`config.mk`:
```
export PLATFORM = sky130hd
export DESIGN_NAME = osc_top
export DESIGN_NICKNAME = d
export VERILOG_FILES = /design/src/hdl/osc_pkg.sv /design/src/hdl/osc_sync3.sv /design/src/hdl/osc_channel.sv /design/src/hdl/osc_top.sv
export SDC_FILE = /design/constraint.sdc
export NUM_CORES = 1
export LEC_CHECK = 0
export BUFFER_PORTS_ARGS = -buffer_cell sky130_fd_sc_hd__buf_4
export CAP_MARGIN = 20
export CORE_ASPECT_RATIO = 1.1
export CORE_MARGIN = 1
export CORE_UTILIZATION = 45
export CTS_BUF_LIST = sky130_fd_sc_hd__clkbuf_16
export DETAILED_ROUTE_END_ITERATION = 16
export PLACE_DENSITY = 0.71
export SYNTH_ARGS = -nofsm -noshare
export SYNTH_HDL_FRONTEND = slang
export SYNTH_SLANG_ARGS = --single-unit
```
`constraint.sdc`:
```
create_clock -name clk -period 2.7 [get_ports clk]
set_input_delay 0.27 -clock clk [delete_from_list [all_inputs] [get_ports clk]]
set_output_delay 0.27 -clock clk [all_outputs]
set_load 0.1 [all_outputs]
```
`src/hdl/osc_pkg.sv`:
```
// constants shared by the octal switch channel control block
`default_nettype none
package osc_pkg;
	localparam int NUM_CH = 8;
	localparam int CLK_MHZ = 100;
	// register byte offsets
	localparam logic [7:0] OFF_MAP = 8'h00;
	localparam logic [7:0] OFF_COMBINE = 8'h04;
	localparam logic [7:0] OFF_OVERLOAD = 8'h08;
	localparam logic [7:0] OFF_OVERTEMP = 8'h0c;
	localparam logic [7:0] OFF_SLEW = 8'h10;
	localparam logic [7:0] OFF_STATUS = 8'h14;
	localparam logic [7:0] OFF_CONTROL = 8'h18;
	localparam logic [7:0] OFF_DIAG = 8'h1c;
	// reset values
	localparam logic [7:0] MAP_RST = 8'h08;
	localparam logic [7:0] CFG_RST = 8'h00;
	// timing
	localparam int FAULT_FILTER_NS = 100000;
	localparam int OVL_OFF_NS = 30000;
	localparam int FAULT_FILTER_CYC = (FAULT_FILTER_NS * CLK_MHZ + 999) / 1000;
	localparam int OVL_OFF_CYC = (OVL_OFF_NS * CLK_MHZ + 999) / 1000;
	localparam int SPI_BITS = 16;
	localparam logic [1:0] RESP_OKAY = 2'b00;
	localparam logic [1:0] RESP_SLVERR = 2'b10;
endpackage
`default_nettype wire

```
`src/hdl/osc_sync3.sv`:
```
// three-stage input synchroniser with agreement filter
`default_nettype none
module osc_sync3 #(
	parameter int W = 1,
	parameter logic [W-1:0] RST = '0
) (
	// clock and reset
	input wire logic clk,
	input wire logic reset,
	// levels
	input wire logic [W-1:0] async,
	output logic [W-1:0] level
);
	logic [W-1:0] s1_q, s2_q, s3_q, out_q;

	// a change counts once stages two and three agree
	always_ff @(posedge clk) begin
		if (reset) begin
			s1_q <= RST;
			s2_q <= RST;
			s3_q <= RST;
			out_q <= RST;
		end else begin
			s1_q <= async;
			s2_q <= s1_q;
			s3_q <= s2_q;
			out_q <= (s2_q & s3_q) | (out_q & (s2_q | s3_q));
		end
	end

	assign level = out_q;
endmodule
`default_nettype wire

```
`src/hdl/osc_channel.sv`:
```
// protection and latch logic of one switch channel
`default_nettype none
module osc_channel #(
	parameter int CNT_W = 16,
	parameter int FILTER_CYC = 10000,
	parameter int OFF_CYC = 3000
) (
	// clock and reset (also held during sleep)
	input wire logic clk,
	input wire logic reset,
	// control
	input wire logic cmdOn,
	input wire logic ovlShutdown,
	input wire logic otLatch,
	input wire logic clearDiag,
	// power stage sensors
	input wire logic overtemp,
	input wire logic limitActive,
	// state
	output logic driveOn,
	output logic diagOt,
	output logic diagOl
);
	logic prev_q, otOff_q, olOff_q, driveOn_q, diagOt_q, diagOl_q;
	logic otOff_d, olOff_d, driveOn_d, diagOt_d, diagOl_d;
	logic [CNT_W-1:0] limCnt_q, limCnt_d;

	wire rise = cmdOn & ~prev_q; // RULE25
	wire otSense = overtemp & driveOn_q; // RULE11
	wire limRun = limitActive & driveOn_q;
	wire filterDone = limCnt_q >= CNT_W'(FILTER_CYC); // RULE22
	wire offDone = limCnt_q >= CNT_W'(OFF_CYC); // RULE21
	wire olTrip = ovlShutdown & limRun & offDone; // RULE16

	always_comb begin
		limCnt_d = '0;
		if (limRun) begin
			limCnt_d = (&limCnt_q) ? limCnt_q : limCnt_q + 1'b1;
		end
		otOff_d = otOff_q;
		if (otSense) begin
			otOff_d = 1'b1; // RULE8
		end else if (otLatch) begin
			if (rise) begin
				otOff_d = 1'b0; // RULE10
			end
		end else if (!overtemp) begin
			otOff_d = 1'b0; // RULE9
		end
		olOff_d = olTrip | (olOff_q & ~rise); // RULE17
		driveOn_d = cmdOn & ~otOff_d & ~olOff_d; // RULE15
		diagOt_d = otSense | (diagOt_q & ~clearDiag); // RULE8
		diagOl_d = (limRun & filterDone) | olTrip | (diagOl_q & ~clearDiag); // RULE15
	end

	always_ff @(posedge clk) begin
		if (reset) begin
			prev_q <= 1'b0;
			otOff_q <= 1'b0;
			olOff_q <= 1'b0;
			driveOn_q <= 1'b0;
			diagOt_q <= 1'b0;
			diagOl_q <= 1'b0;
			limCnt_q <= '0;
		end else begin
			prev_q <= cmdOn;
			otOff_q <= otOff_d;
			olOff_q <= olOff_d;
			driveOn_q <= driveOn_d;
			diagOt_q <= diagOt_d;
			diagOl_q <= diagOl_d;
			limCnt_q <= limCnt_d;
		end
	end

	assign driveOn = driveOn_q;
	assign diagOt = diagOt_q;
	assign diagOl = diagOl_q;
endmodule
`default_nettype wire

```
`src/hdl/osc_top.sv`:
```
// octal low-side switch channel control with AXI4-Lite registers and serial port
//
// Behaviour
// [RULE1] each channel combines serial and parallel by AND/OR
// [RULE2] serial high active; parallel polarity from select pin
// [RULE3] floating polarity select acts as high
// [RULE4] floating parallel inputs keep channels 1-4 off
// [RULE5] mappable input drives every mapped channel
// [RULE6] map resets to channel 4 only
// [RULE7] per channel fast or slow switching profile
// [RULE8] overtemperature turns channel off, records diagnosis
// [RULE9] auto restart after cooling if input on
// [RULE10] latching overtemperature cleared by input rise
// [RULE11] overtemperature evaluated only while channel on
// [RULE12] sleep: outputs off, diagnosis and control cleared
// [RULE13] sleep clears serial shift register
// [RULE14] after sleep only parallel-driven outputs switch on
// [RULE15] limit-only mode reports fault, keeps channel on
// [RULE16] shutdown mode turns channel off after delay
// [RULE17] overload latch cleared by effective input rise
// [RULE18] fault flag pulls low on any latched error
// [RULE19] host keeps chip select high between accesses
// [RULE20] host serial clock at most 5 MHz
// [RULE21] overload switch-off delay within 10 to 50 us
// [RULE22] fault must persist filter time before latching; code filters limit mode only, overtemp at once, shutdown at OFF_CYC
// [RULE23] combine bit 0 is OR, 1 is AND
// [RULE24] overtemp bit 0 auto restart, 1 latching
// [RULE25] input rise detected synchronously after combination
// [RULE26] fault flag held until valid access or reset
`default_nettype none
module osc_top
	import osc_pkg::*;
#(
	parameter int FILTER_CYC = FAULT_FILTER_CYC,
	parameter int OFF_CYC = OVL_OFF_CYC,
	parameter int CNT_W = 16
) (
	// clock and reset
	input wire logic clk,
	input wire logic reset,
	// AXI4-Lite write address
	input wire logic [7:0] s_axi_awaddr,
	input wire logic s_axi_awvalid,
	output logic s_axi_awready,
	// AXI4-Lite write data
	input wire logic [31:0] s_axi_wdata,
	input wire logic [3:0] s_axi_wstrb,
	input wire logic s_axi_wvalid,
	output logic s_axi_wready,
	// AXI4-Lite write response
	output logic [1:0] s_axi_bresp,
	output logic s_axi_bvalid,
	input wire logic s_axi_bready,
	// AXI4-Lite read
	input wire logic [7:0] s_axi_araddr,
	input wire logic s_axi_arvalid,
	output logic s_axi_arready,
	output logic [31:0] s_axi_rdata,
	output logic [1:0] s_axi_rresp,
	output logic s_axi_rvalid,
	input wire logic s_axi_rready,
	// serial port pins
	input wire logic spiCsN,
	input wire logic spiSclk,
	input wire logic spiSi,
	output logic spiSoOut,
	output logic spiSoOe,
	// sleep pin, low active
	input wire logic sleepPinN,
	// parallel pins
	input wire logic inputPolaritySelect,
	input wire logic polaritySelectFloat,
	input wire logic [2:0] fixedParallelInputs,
	input wire logic mappableParallelInput,
	input wire logic [3:0] parallelInputsFloat,
	// power stage sensors
	input wire logic [NUM_CH-1:0] overtempSense,
	input wire logic [NUM_CH-1:0] currentLimitSense,
	// power stage drive
	output logic [NUM_CH-1:0] channelDrainOutputs,
	output logic [NUM_CH-1:0] slowSwitching,
	// open-drain fault flag
	output logic faultOut,
	output logic faultOe
);
	if (FILTER_CYC < 1 || OFF_CYC < 1 || FILTER_CYC >= 2 ** CNT_W || OFF_CYC >= 2 ** CNT_W) begin : g_chk
		$error("osc_top: counts do not fit the counter width");
	end

	// ----------------------------------------------------------------
	// input synchronisation
	// ----------------------------------------------------------------
	localparam int SYNC_W = 14 + 2 * NUM_CH;
	localparam logic [SYNC_W-1:0] SYNC_RST = {5'b10011, 9'h000, {2 * NUM_CH{1'b0}}};
	logic [SYNC_W-1:0] syncLvl;
	logic csN, sclk, si, sleepN, prgLvl, prgFloat;
	logic [3:0] parLvl, parFloat;
	logic [NUM_CH-1:0] otLvl, limLvl;

	// serial pins share one chain, so clock and data keep their relative timing
	osc_sync3 #(.W(SYNC_W), .RST(SYNC_RST)) u_sync (
		.clk(clk),
		.reset(reset),
		.async({spiCsN, spiSclk, spiSi, sleepPinN, inputPolaritySelect, polaritySelectFloat,
			mappableParallelInput, fixedParallelInputs, parallelInputsFloat, overtempSense, currentLimitSense}),
		.level(syncLvl)
	);
	assign {csN, sclk, si, sleepN, prgLvl, prgFloat, parLvl, parFloat, otLvl, limLvl} = syncLvl;

	wire sleep = ~sleepN;
	wire chanReset = reset | sleep; // RULE12

	// ----------------------------------------------------------------
	// configuration registers
	// ----------------------------------------------------------------
	logic [7:0] map_q, combine_q, overload_q, overtemp_q, slew_q, control_q;
	logic [NUM_CH-1:0] drive, diagOt, diagOl, driveOut_q, slow_q;
	logic clearDiag;

	// ----------------------------------------------------------------
	// AXI4-Lite slave
	// ----------------------------------------------------------------
	logic awReady_q, wReady_q, bValid_q, arReady_q, rValid_q, faultOe_q;
	logic [1:0] bResp_q, rResp_q;
	logic [7:0] awAddr_q;
	logic [31:0] wData_q, rData_q;
	logic wStrb0_q;
	// address and data may arrive in either order; each ready stays low
	// until the response is taken, so only one write is ever in flight

	wire awFire = s_axi_awvalid & awReady_q;
	wire wFire = s_axi_wvalid & wReady_q;
	wire haveAw = ~awReady_q;
	wire haveW = ~wReady_q;
	wire doWrite = haveAw & haveW & ~bValid_q;
	wire [5:0] wIdx = awAddr_q[7:2];
	wire wrMap = doWrite & wStrb0_q & (wIdx == OFF_MAP[7:2]);
	wire wrComb = doWrite & wStrb0_q & (wIdx == OFF_COMBINE[7:2]);
	wire wrOvl = doWrite & wStrb0_q & (wIdx == OFF_OVERLOAD[7:2]);
	wire wrOvt = doWrite & wStrb0_q & (wIdx == OFF_OVERTEMP[7:2]);
	wire wrSlew = doWrite & wStrb0_q & (wIdx == OFF_SLEW[7:2]);
	wire wrCtl = doWrite & wStrb0_q & (wIdx == OFF_CONTROL[7:2]);
	wire wrKnown = (wIdx <= OFF_DIAG[7:2]);

	wire arFire = s_axi_arvalid & arReady_q;
	wire [5:0] rIdx = s_axi_araddr[7:2];
	wire rdKnown = (rIdx <= OFF_DIAG[7:2]);
	wire [31:0] rdMux =
		(rIdx == OFF_MAP[7:2]) ? {24'h000000, map_q} :
		(rIdx == OFF_COMBINE[7:2]) ? {24'h000000, combine_q} :
		(rIdx == OFF_OVERLOAD[7:2]) ? {24'h000000, overload_q} :
		(rIdx == OFF_OVERTEMP[7:2]) ? {24'h000000, overtemp_q} :
		(rIdx == OFF_SLEW[7:2]) ? {24'h000000, slew_q} :
		(rIdx == OFF_STATUS[7:2]) ? {24'h000000, driveOut_q} :
		(rIdx == OFF_CONTROL[7:2]) ? {24'h000000, control_q} :
		(rIdx == OFF_DIAG[7:2]) ? {16'h0000, diagOl, diagOt} : 32'h00000000;

	always_ff @(posedge clk) begin
		if (reset) begin
			awReady_q <= 1'b1;
			wReady_q <= 1'b1;
			bValid_q <= 1'b0;
			bResp_q <= RESP_OKAY;
			awAddr_q <= 8'h00;
			wData_q <= 32'h00000000;
			wStrb0_q <= 1'b0;
		end else begin
			if (awFire) begin
				awReady_q <= 1'b0;
				awAddr_q <= s_axi_awaddr;
			end
			if (wFire) begin
				wReady_q <= 1'b0;
				wData_q <= s_axi_wdata;
				wStrb0_q <= s_axi_wstrb[0];
			end
			if (doWrite) begin
				bValid_q <= 1'b1;
				bResp_q <= wrKnown ? RESP_OKAY : RESP_SLVERR;
			end
			if (bValid_q && s_axi_bready) begin
				bValid_q <= 1'b0;
				awReady_q <= 1'b1;
				wReady_q <= 1'b1;
			end
		end
	end

	always_ff @(posedge clk) begin
		if (reset) begin
			arReady_q <= 1'b1;
			rValid_q <= 1'b0;
			rData_q <= 32'h00000000;
			rResp_q <= RESP_OKAY;
		end else if (arFire) begin
			arReady_q <= 1'b0;
			rValid_q <= 1'b1;
			rData_q <= rdMux;
			rResp_q <= rdKnown ? RESP_OKAY : RESP_SLVERR;
		end else if (rValid_q && s_axi_rready) begin
			rValid_q <= 1'b0;
			arReady_q <= 1'b1;
		end
	end

	always_ff @(posedge clk) begin
		if (reset) begin
			map_q <= MAP_RST; // RULE6
			combine_q <= CFG_RST;
			overload_q <= CFG_RST;
			overtemp_q <= CFG_RST;
			slew_q <= CFG_RST;
		end else begin
			if (wrMap) map_q <= wData_q[7:0];
			if (wrComb) combine_q <= wData_q[7:0];
			if (wrOvl) overload_q <= wData_q[7:0];
			if (wrOvt) overtemp_q <= wData_q[7:0];
			if (wrSlew) slew_q <= wData_q[7:0];
		end
	end

	// serial on/off bits are lost in sleep
	always_ff @(posedge clk) begin
		if (chanReset) begin
			control_q <= CFG_RST; // RULE12
		end else if (wrCtl) begin
			control_q <= wData_q[7:0];
		end
	end

	// ----------------------------------------------------------------
	// serial port: shift register and diagnosis readout
	// ----------------------------------------------------------------
	logic [SPI_BITS-1:0] shift_q, diagWord;
	logic [4:0] bitCnt_q;
	logic csPrev_q, sclkPrev_q, soOut_q, soOe_q, clear_q;

	for (genvar c = 0; c < NUM_CH; c++) begin : g_diagWord
		assign diagWord[2 * c + 1 -: 2] = {~diagOl[c], ~diagOt[c]};
	end

	wire csFall = csPrev_q & ~csN;
	wire csRise = ~csPrev_q & csN;
	wire sclkFall = sclkPrev_q & ~sclk & ~csN;
	wire sclkRise = ~sclkPrev_q & sclk & ~csN;
	wire frameOk = (bitCnt_q[2:0] == 3'b000) & (bitCnt_q != 5'd0);
	// data out moves on the serial clock rise and holds until the next rise,
	// so a host reads it late in the period, after the fall

	always_ff @(posedge clk) begin
		if (chanReset) begin
			shift_q <= '0; // RULE13
			bitCnt_q <= 5'd0;
			csPrev_q <= 1'b1;
			sclkPrev_q <= 1'b0;
			soOut_q <= 1'b0;
			soOe_q <= 1'b0;
			clear_q <= 1'b0;
		end else begin
			csPrev_q <= csN;
			sclkPrev_q <= sclk;
			soOe_q <= ~csN;
			clear_q <= csRise & frameOk; // RULE26
			if (csFall) begin
				shift_q <= diagWord;
				bitCnt_q <= 5'd0;
				soOut_q <= diagWord[SPI_BITS-1];
			end else if (sclkFall) begin
				shift_q <= {shift_q[SPI_BITS-2:0], si};
				bitCnt_q <= bitCnt_q + 5'd1;
			end else if (sclkRise) begin
				soOut_q <= shift_q[SPI_BITS-1];
			end
		end
	end
	assign clearDiag = clear_q;

	// ----------------------------------------------------------------
	// input conditioning and channel combination
	// ----------------------------------------------------------------
	// open pins read as inactive whatever the polarity, so a missing
	// harness cannot switch a load on
	wire polarityHigh = prgFloat | prgLvl; // RULE3
	wire [3:0] parActive = ~parFloat & (polarityHigh ? parLvl : ~parLvl); // RULE2 RULE4
	logic [NUM_CH-1:0] chanPar, chanCmd;

	for (genvar c = 0; c < NUM_CH; c++) begin : g_chan
		if (c < 3) begin : g_fixed
			assign chanPar[c] = parActive[c] | (map_q[c] & parActive[3]); // RULE5
		end else begin : g_mapped
			assign chanPar[c] = map_q[c] & parActive[3]; // RULE5
		end
		// serial bit cleared in sleep, so only parallel drive survives
		assign chanCmd[c] = combine_q[c] ? (control_q[c] & chanPar[c]) : (control_q[c] | chanPar[c]); // RULE1 RULE23 RULE14

		osc_channel #(.CNT_W(CNT_W), .FILTER_CYC(FILTER_CYC), .OFF_CYC(OFF_CYC)) u_ch (
			.clk(clk),
			.reset(chanReset),
			.cmdOn(chanCmd[c]),
			.ovlShutdown(overload_q[c]),
			.otLatch(overtemp_q[c]), // RULE24
			.clearDiag(clearDiag),
			.overtemp(otLvl[c]),
			.limitActive(limLvl[c]),
			.driveOn(drive[c]),
			.diagOt(diagOt[c]),
			.diagOl(diagOl[c])
		);
	end

	// ----------------------------------------------------------------
	// output registers
	// ----------------------------------------------------------------
	always_ff @(posedge clk) begin
		if (chanReset) begin
			driveOut_q <= '0; // RULE12
			slow_q <= '0;
			faultOe_q <= 1'b0;
		end else begin
			driveOut_q <= drive;
			slow_q <= slew_q; // RULE7
			faultOe_q <= |{diagOt, diagOl}; // RULE18
		end
	end

	assign channelDrainOutputs = driveOut_q;
	assign slowSwitching = slow_q;
	// open drain: value tied low, the enable pulls the line
	assign faultOut = 1'b0;
	assign faultOe = faultOe_q;
	assign spiSoOut = soOut_q;
	assign spiSoOe = soOe_q;
	assign s_axi_awready = awReady_q;
	assign s_axi_wready = wReady_q;
	assign s_axi_bvalid = bValid_q;
	assign s_axi_bresp = bResp_q;
	assign s_axi_arready = arReady_q;
	assign s_axi_rvalid = rValid_q;
	assign s_axi_rdata = rData_q;
	assign s_axi_rresp = rResp_q;
endmodule
`default_nettype wire

```
* Yosys cells after proc, flatten, opt, wreduce, memory -nomap -nowiden
Index checks and enable logic that the tools add are counted.
Operators by class: add/subtract/negate cells 9, order comparisons 18, equal/unequal tests 13, multiplexer cells 60, bitwise logic cells 241, reduce and logical (&&, ||, !) cells 29
Operators by type and width (count):
- two-way mux 16 bit | 10
- adder 16 x 1 -> 16 bit, second input constant | 8
- greater-or-equal comparator 16 x 12 -> 1 bit, second input constant | 8
- greater-or-equal comparator 16 x 14 -> 1 bit, second input constant | 8
- AND reduction 16 bit | 8
- AND 1 bit | 124
- NOT 1 bit | 65
- AND 30 bit | 2
- bitwise OR 30 bit | 2
- two-way mux 1 bit | 47
- bitwise OR 1 bit | 45
- == test 6 x 3 -> 1 bit, second input constant | 6
- == test 6 x 2 -> 1 bit, second input constant | 4
- OR reduction 2 bit | 10
- OR reduction 16 bit | 1
- == test 6 x 1 -> 1 bit, second input constant | 2
- <= comparator 6 x 3 -> 1 bit, second input constant | 2
- zero test 6 bit | 2
- NOT 4 bit | 2
- nonzero test 2 bit | 3
- adder 5 x 1 -> 5 bit, second input constant | 1
- nonzero test 5 bit | 1
- AND 4 bit | 1
- two-way mux 2 bit | 2
- 5 further kinds | 6
Word-level totals: register bits 445, output and inout bits 61, logic and storage cells 457

* Longest topological paths before layout
word-level depth 14, depth in mapped cells 7

* Modules after synthesis
Synthesis repeated with hierarchy kept, for this count alone.
Second synthesis, totals: cells, all modules 1964, area, all modules 18148.7 um^2
By module, submodules not included:
- osc_channel | times used 8, cells an instance 131, area an instance 1139.8 um^2, seq. area each 440.4 um^2
- osc_top | times used 1, cells an instance 603, area an instance 5572.8 um^2, seq. area each 2582.5 um^2
- osc_sync3 | times used 1, cells an instance 313, area an instance 3457.1 um^2, seq. area each 2402.3 um^2

* Worst setup path before layout
Ideal clock, no wire load.
kind flip-flop to flip-flop, start register awReady_q (netlist: s_axi_awready), end register overtemp_q[7], setup time 0.128 ns, arrival time 2.141 ns, setup slack 0.431 ns, stages on the path, launching flop included 8, period minus slack after synthesis 2.269 ns, cells stage by stage dfxtp_1 buf_6 nor3_4 nand4b_4 or4b_1 buf_6 mux2i_1 nor2_1
Between the ends: word-level cells in the longest chain between the ends 5
RTL lines:
- start: declaration | RTL line osc_top.sv:123 | logic awReady_q, wReady_q, bValid_q, arReady_q, rValid_q, faultOe_q;
- start signal: assignment | RTL line osc_top.sv:160 | awReady_q <= 1'b1;
- start signal: assignment | RTL line osc_top.sv:169 | awReady_q <= 1'b0;
- start signal: assignment | RTL line osc_top.sv:183 | awReady_q <= 1'b1;
- NOT 1 bit | RTL line osc_top.sv:133 | wire haveAw = ~awReady_q;
- AND 1 bit (2 in a row) | RTL line osc_top.sv:135 | wire doWrite = haveAw & haveW & ~bValid_q;
- AND 1 bit (2 in a row) | RTL line osc_top.sv:140 | wire wrOvt = doWrite & wStrb0_q & (wIdx == OFF_OVERTEMP[7:2]);
- end signal: assignment | RTL line osc_top.sv:217 | if (wrOvt) overtemp_q <= wData_q[7:0];
- end: declaration | RTL line osc_top.sv:116 | logic [7:0] map_q, combine_q, overload_q, overtemp_q, slew_q, control_q;
No other way between the ends. A chain may end at the register's enable or synchronous reset.

* Final worst setup path
start register wReady_q (netlist: s_axi_wready), end register overtemp_q[0]
Between the ends: word-level cells in the longest chain between the ends 5
RTL lines:
- start: declaration | RTL line osc_top.sv:123
- start signal: assignment | RTL line osc_top.sv:161 | wReady_q <= 1'b1;
- start signal: assignment | RTL line osc_top.sv:173 | wReady_q <= 1'b0;
- start signal: assignment | RTL line osc_top.sv:184 | wReady_q <= 1'b1;
- NOT 1 bit | RTL line osc_top.sv:134 | wire haveW = ~wReady_q;
- AND 1 bit (2 in a row) | RTL line osc_top.sv:135
- AND 1 bit (2 in a row) | RTL line osc_top.sv:140
No other way between the ends.

==> reports/results.tsv <==
stage	metric	value	unit
cts	H-tree levels	2	
timing	RSZ-0062 raised after global routing	no	
power	Worst VDD drop	0.462	mV
timing	final hold vios	0	
power	Cell Int Power	0.0101	W
grt	largest net degree at the start of global routing	196	
worst_setup_path	Worst path slowest cell	or4b_1	
final_layout	fin nets	2177	
synth	yosys warns	0	
placed_design	PortBufs	99	
final_layout	area grow syn2layout	17.4	%
detailed_routing	total iterations of the first detailed-routing run	5	
final_layout	layout cells sized above 1	10.5	%
die	Initial Util	45.7	%
placed_design	pre-CTS setup slack	386	ps
worst_setup_path	cell breakdown of the critical path	nor3_4 -> nand4b_4 -> or4b_1 -> mux2i_1 -> nor2_1	
synth	Synth Area in Simple Gates	23.2	%
cts	clk_lat worst skew	550	ps
die	Die Width	190	µm
die	Die ar.	39500	µm²
cts	Resize count post-CTS	0	
synth	share of the synthesized area in the top cell type	48.8	%
detailed_routing	DR WL met2	19000	µm
synth	Post-Synth XOR/XNOR Area	4.02	%
placed_design	Final Wtd Congestion	0.899	
synth	Seq/Total Area, Yosys	48.8	%
grt	initial antenna violation count	3	
synth	Post-Synth Adder-Cell Area	1.69	%
timing	Least-Margin Pin Slew	800	ps
die	die span in y	208	µm
cts	CTS buffer count	43	
timing	total negative slack	0	ps
worst_setup_path	Critical Path RT	3090	ps
detailed_routing	number of antenna-violating nets in the routed design	0	
power	Gate power share	4.3	%
job	Max Cap Violations	0	
timing	fin crit share	87.4	%
synth	Async SR Flop Fraction	0	%
worst_hold_path	Hold Path Class	primary input to register	
worst_setup_path	CP arrival	2750	ps
power	Clk pwr share	46.5	%
synth	ranking of synthesized cells by area	dfxtp_1 (49%), nor2_1 (5.4%), a21oi_1 (3.6%)	
timing	min cycle time layout	2360	ps
timing	achievable clock frequency	424	MHz
cts	# clock sinks	425	
synth	Post-synth top flop	dfxtp_1	
worst_setup_path	Critical Path End Type	register	
cts	CTS tree	built	
placed_design	placed cells	2477	
synth	library cells used by synthesis	77	
cts	Max clock buf depth	3	
worst_setup_path	Max FO, Critical Path	13	
placed_design	DPL Wire Length	27700	µm
detailed_routing	vias per cell	5.49	
grt	vias in the first global route	13398	
grt	GRT Overall Usage	20.4	%
worst_setup_path	Buffers & Inverters on Critical Path	0	
power	total power draw	0.0130	W
worst_setup_path	startpoint types	register	
final_layout	fin cells	2608	
synth	Post-synth EDFFs	0	
power	net switching power	0.00290	W
detailed_routing	routed via count	14314	
run_status	status	finished clean	
die	row count	75	
synth	Synth Register Bits	425	
detailed_routing	wl on met1	18100	µm
synth	cells after synthesis	1949	
grt	first-pass GRT wire length	66700	µm
detailed_routing	Post-route DRC	0	
timing	post-route worst setup slack	341	ps
power	switching part of the total	22.3	%
synth	Syn Std Cell Area	17400	µm²
power	Reg power frac	49.2	%
grt	final global-route overflow total	0	
power	power density over cell area	636	nW/µm²
detailed_routing	initial drt markers	880	
detailed_routing	WL per Instance	15.5	µm
synth	synthesized area per cell	8.95	µm²
synth	most common cell in the netlist	dfxtp_1	
detailed_routing	metal3 WL	1870	µm
timing	Final Max Tran Viols	0	
synth	largest family of logic cells by synthesized area	simple AND/OR/NAND/NOR gates	
cts	Clock transition at path regs	60	ps
die	I/O pin total	150	
worst_setup_path	critical path type	register to register	
die	core box area	38200	µm²
power	Leakage	7.44	nW
synth	most frequent cells after synthesis	dfxtp_1 (425), nor2_1 (251), nand2_1 (133), a21oi_1 (127)	
timing	Clock Skew	18.1	ps
synth	Compound-Gate Fraction of Synth Area	14.6	%
timing	final setup fails	0	
detailed_routing	Top Layer Used	met4	
cts	Clock Tree Root	clkbuf_16	
synth	area leader, netlist	dfxtp_1	
worst_setup_path	family with the most delay on the worst path	simple AND/OR/NAND/NOR gates	
detailed_routing	overall routed net length	40500	µm
timing	slew margin rel.	46.7	%
synth	mux cell area share after synthesis	3.50	%
worst_setup_path	Max stage delay on crit path	850	ps
tightest hold or removal path, cell delays in order:
cell and delay (ps):
buf_4 110, nand3_1 70, a21oi_1 60
metal layers:
metal / up-vias / track usage (%)
met3: 81 / 2.95
met1: 6766 / 26.7
met5: - / 0
li1: 7111 / -
met2: 356 / 33.4
met4: 0 / 8.84
power by group through the flow:
stage	Clock [W]	Sequential, W	Combinational [W]
2_1_floorplan	0	0.00659	0.000328
3_3_place_gp	0	0.00655	0.000491
3_5_place_dp	0	0.00655	0.000496
4_1_cts	0.00618	0.00641	0.000553
5_1_grt	0.00644	0.00642	0.000593
6_report	0.00606	0.00641	0.000557
final timing paths:
path	start	end	slack [ps]	cells after the start
worst max-delay path	s_axi_wready	overtemp_q[0]	340	5
worst min-delay path	s_axi_awaddr[3]	awAddr_q[3]	20	3
worst max register to register	s_axi_wready	overtemp_q[0]	340	5
worst min register to register	u_sync.s1_q[29]	u_sync.s2_q[29]	410	1
placed cells by master, fill, tap and decap left out, drive strengths merged, types with 7 or more instances in the layout:
| master | synthesis | layout |
|---|---|---|
| a2111oi | 14 | 14 |
| a211oi | 38 | 38 |
| a21oi | 127 | 127 |
| a221oi | 16 | 16 |
| a22oi | 16 | 16 |
| a31oi | 35 | 35 |
| and2 | 27 | 27 |
| and3 | 34 | 34 |
| and4 | 12 | 12 |
| buf | 44 | 118 |
| bufinv | 0 | 7 |
| clkbuf | 64 | 43 |
| clkinv | 0 | 12 |
| conb | 1 | 19 |
| dfxtp | 425 | 425 |
| dlygate4sd3 | 0 | 48 |
| ha | 18 | 18 |
| inv | 56 | 69 |
| maj3 | 7 | 7 |
| mux2i | 61 | 61 |
| nand2 | 133 | 133 |
| nand2b | 7 | 7 |
| nand3 | 95 | 95 |
| nand4 | 27 | 27 |
| nor2 | 253 | 253 |
| nor2b | 95 | 95 |
| nor3 | 35 | 35 |
| nor4 | 37 | 37 |
| o211ai | 17 | 17 |
| o21ai | 78 | 78 |
| o22ai | 9 | 9 |
| o311ai | 8 | 8 |
| or2 | 9 | 9 |
| or3 | 9 | 9 |
| xnor2 | 53 | 53 |
| xor2 | 27 | 27 |
area by class of cell:
cell class              instances  area, µm²
clock buffers                  43       1080
flip-flops and latches        425       8510
clock inverters                36        372
multi-input cells            1378       8290
diodes                          4       10.0
well taps                     500        626
fillers                      3320      17700
repair buffers                166       1380
inverters                      56        210
state kept, by name, indices dropped and copies added (netlist names), 8 cells and up:
| register | count |
|---|---|
| g_chan.u_ch.limCnt_q | 128 |
| u_sync.level | 30 |
| u_sync.s1_q | 30 |
| u_sync.s2_q | 30 |
| u_sync.s3_q | 30 |
| s_axi_rdata | 16 |
| shift_q | 16 |
| channelDrainOutputs | 8 |
| combine_q | 8 |
| control_q | 8 |
| g_chan.u_ch.diagOl | 8 |
| g_chan.u_ch.diagOt | 8 |
| g_chan.u_ch.driveOn | 8 |
| g_chan.u_ch.olOff_q | 8 |
| g_chan.u_ch.otOff_q | 8 |
| g_chan.u_ch.prev_q | 8 |
| map_q | 8 |
| overload_q | 8 |
| overtemp_q | 8 |
| slew_q | 8 |
| slowSwitching | 8 |
| wData_q | 8 |
stage by stage:
stage	util [%]	hold WS [ps]	area (µm²)
floorplan	-	374	17500
global placement	48.5	396	18500
detailed placement	48.5	398	18500
CTS	53.6	2.97	20500
global route	53.6	5.94	20500
finish	53.6	22.1	20500
timing repair:
item,4_1_cts,5_1_grt
buffers inserted,0,0
endpoints found under the hold margin,47,0
hold buffers,48,0
logic make-up (layout without fill, tap and decap cells):
group / Yosys count / in the layout
AOI/OAI and AO/OA: 398 / 398
and+or+nand+nor: 795 / 795
buffers and inverters: 164 / 301
other: 1 / 23
muxes: 61 / 61
DFF: 425 / 425
adders and majority gates: 25 / 25
xor gates and xnor gates: 80 / 80
No activity file was read; power rests on OpenSTA's default activity.
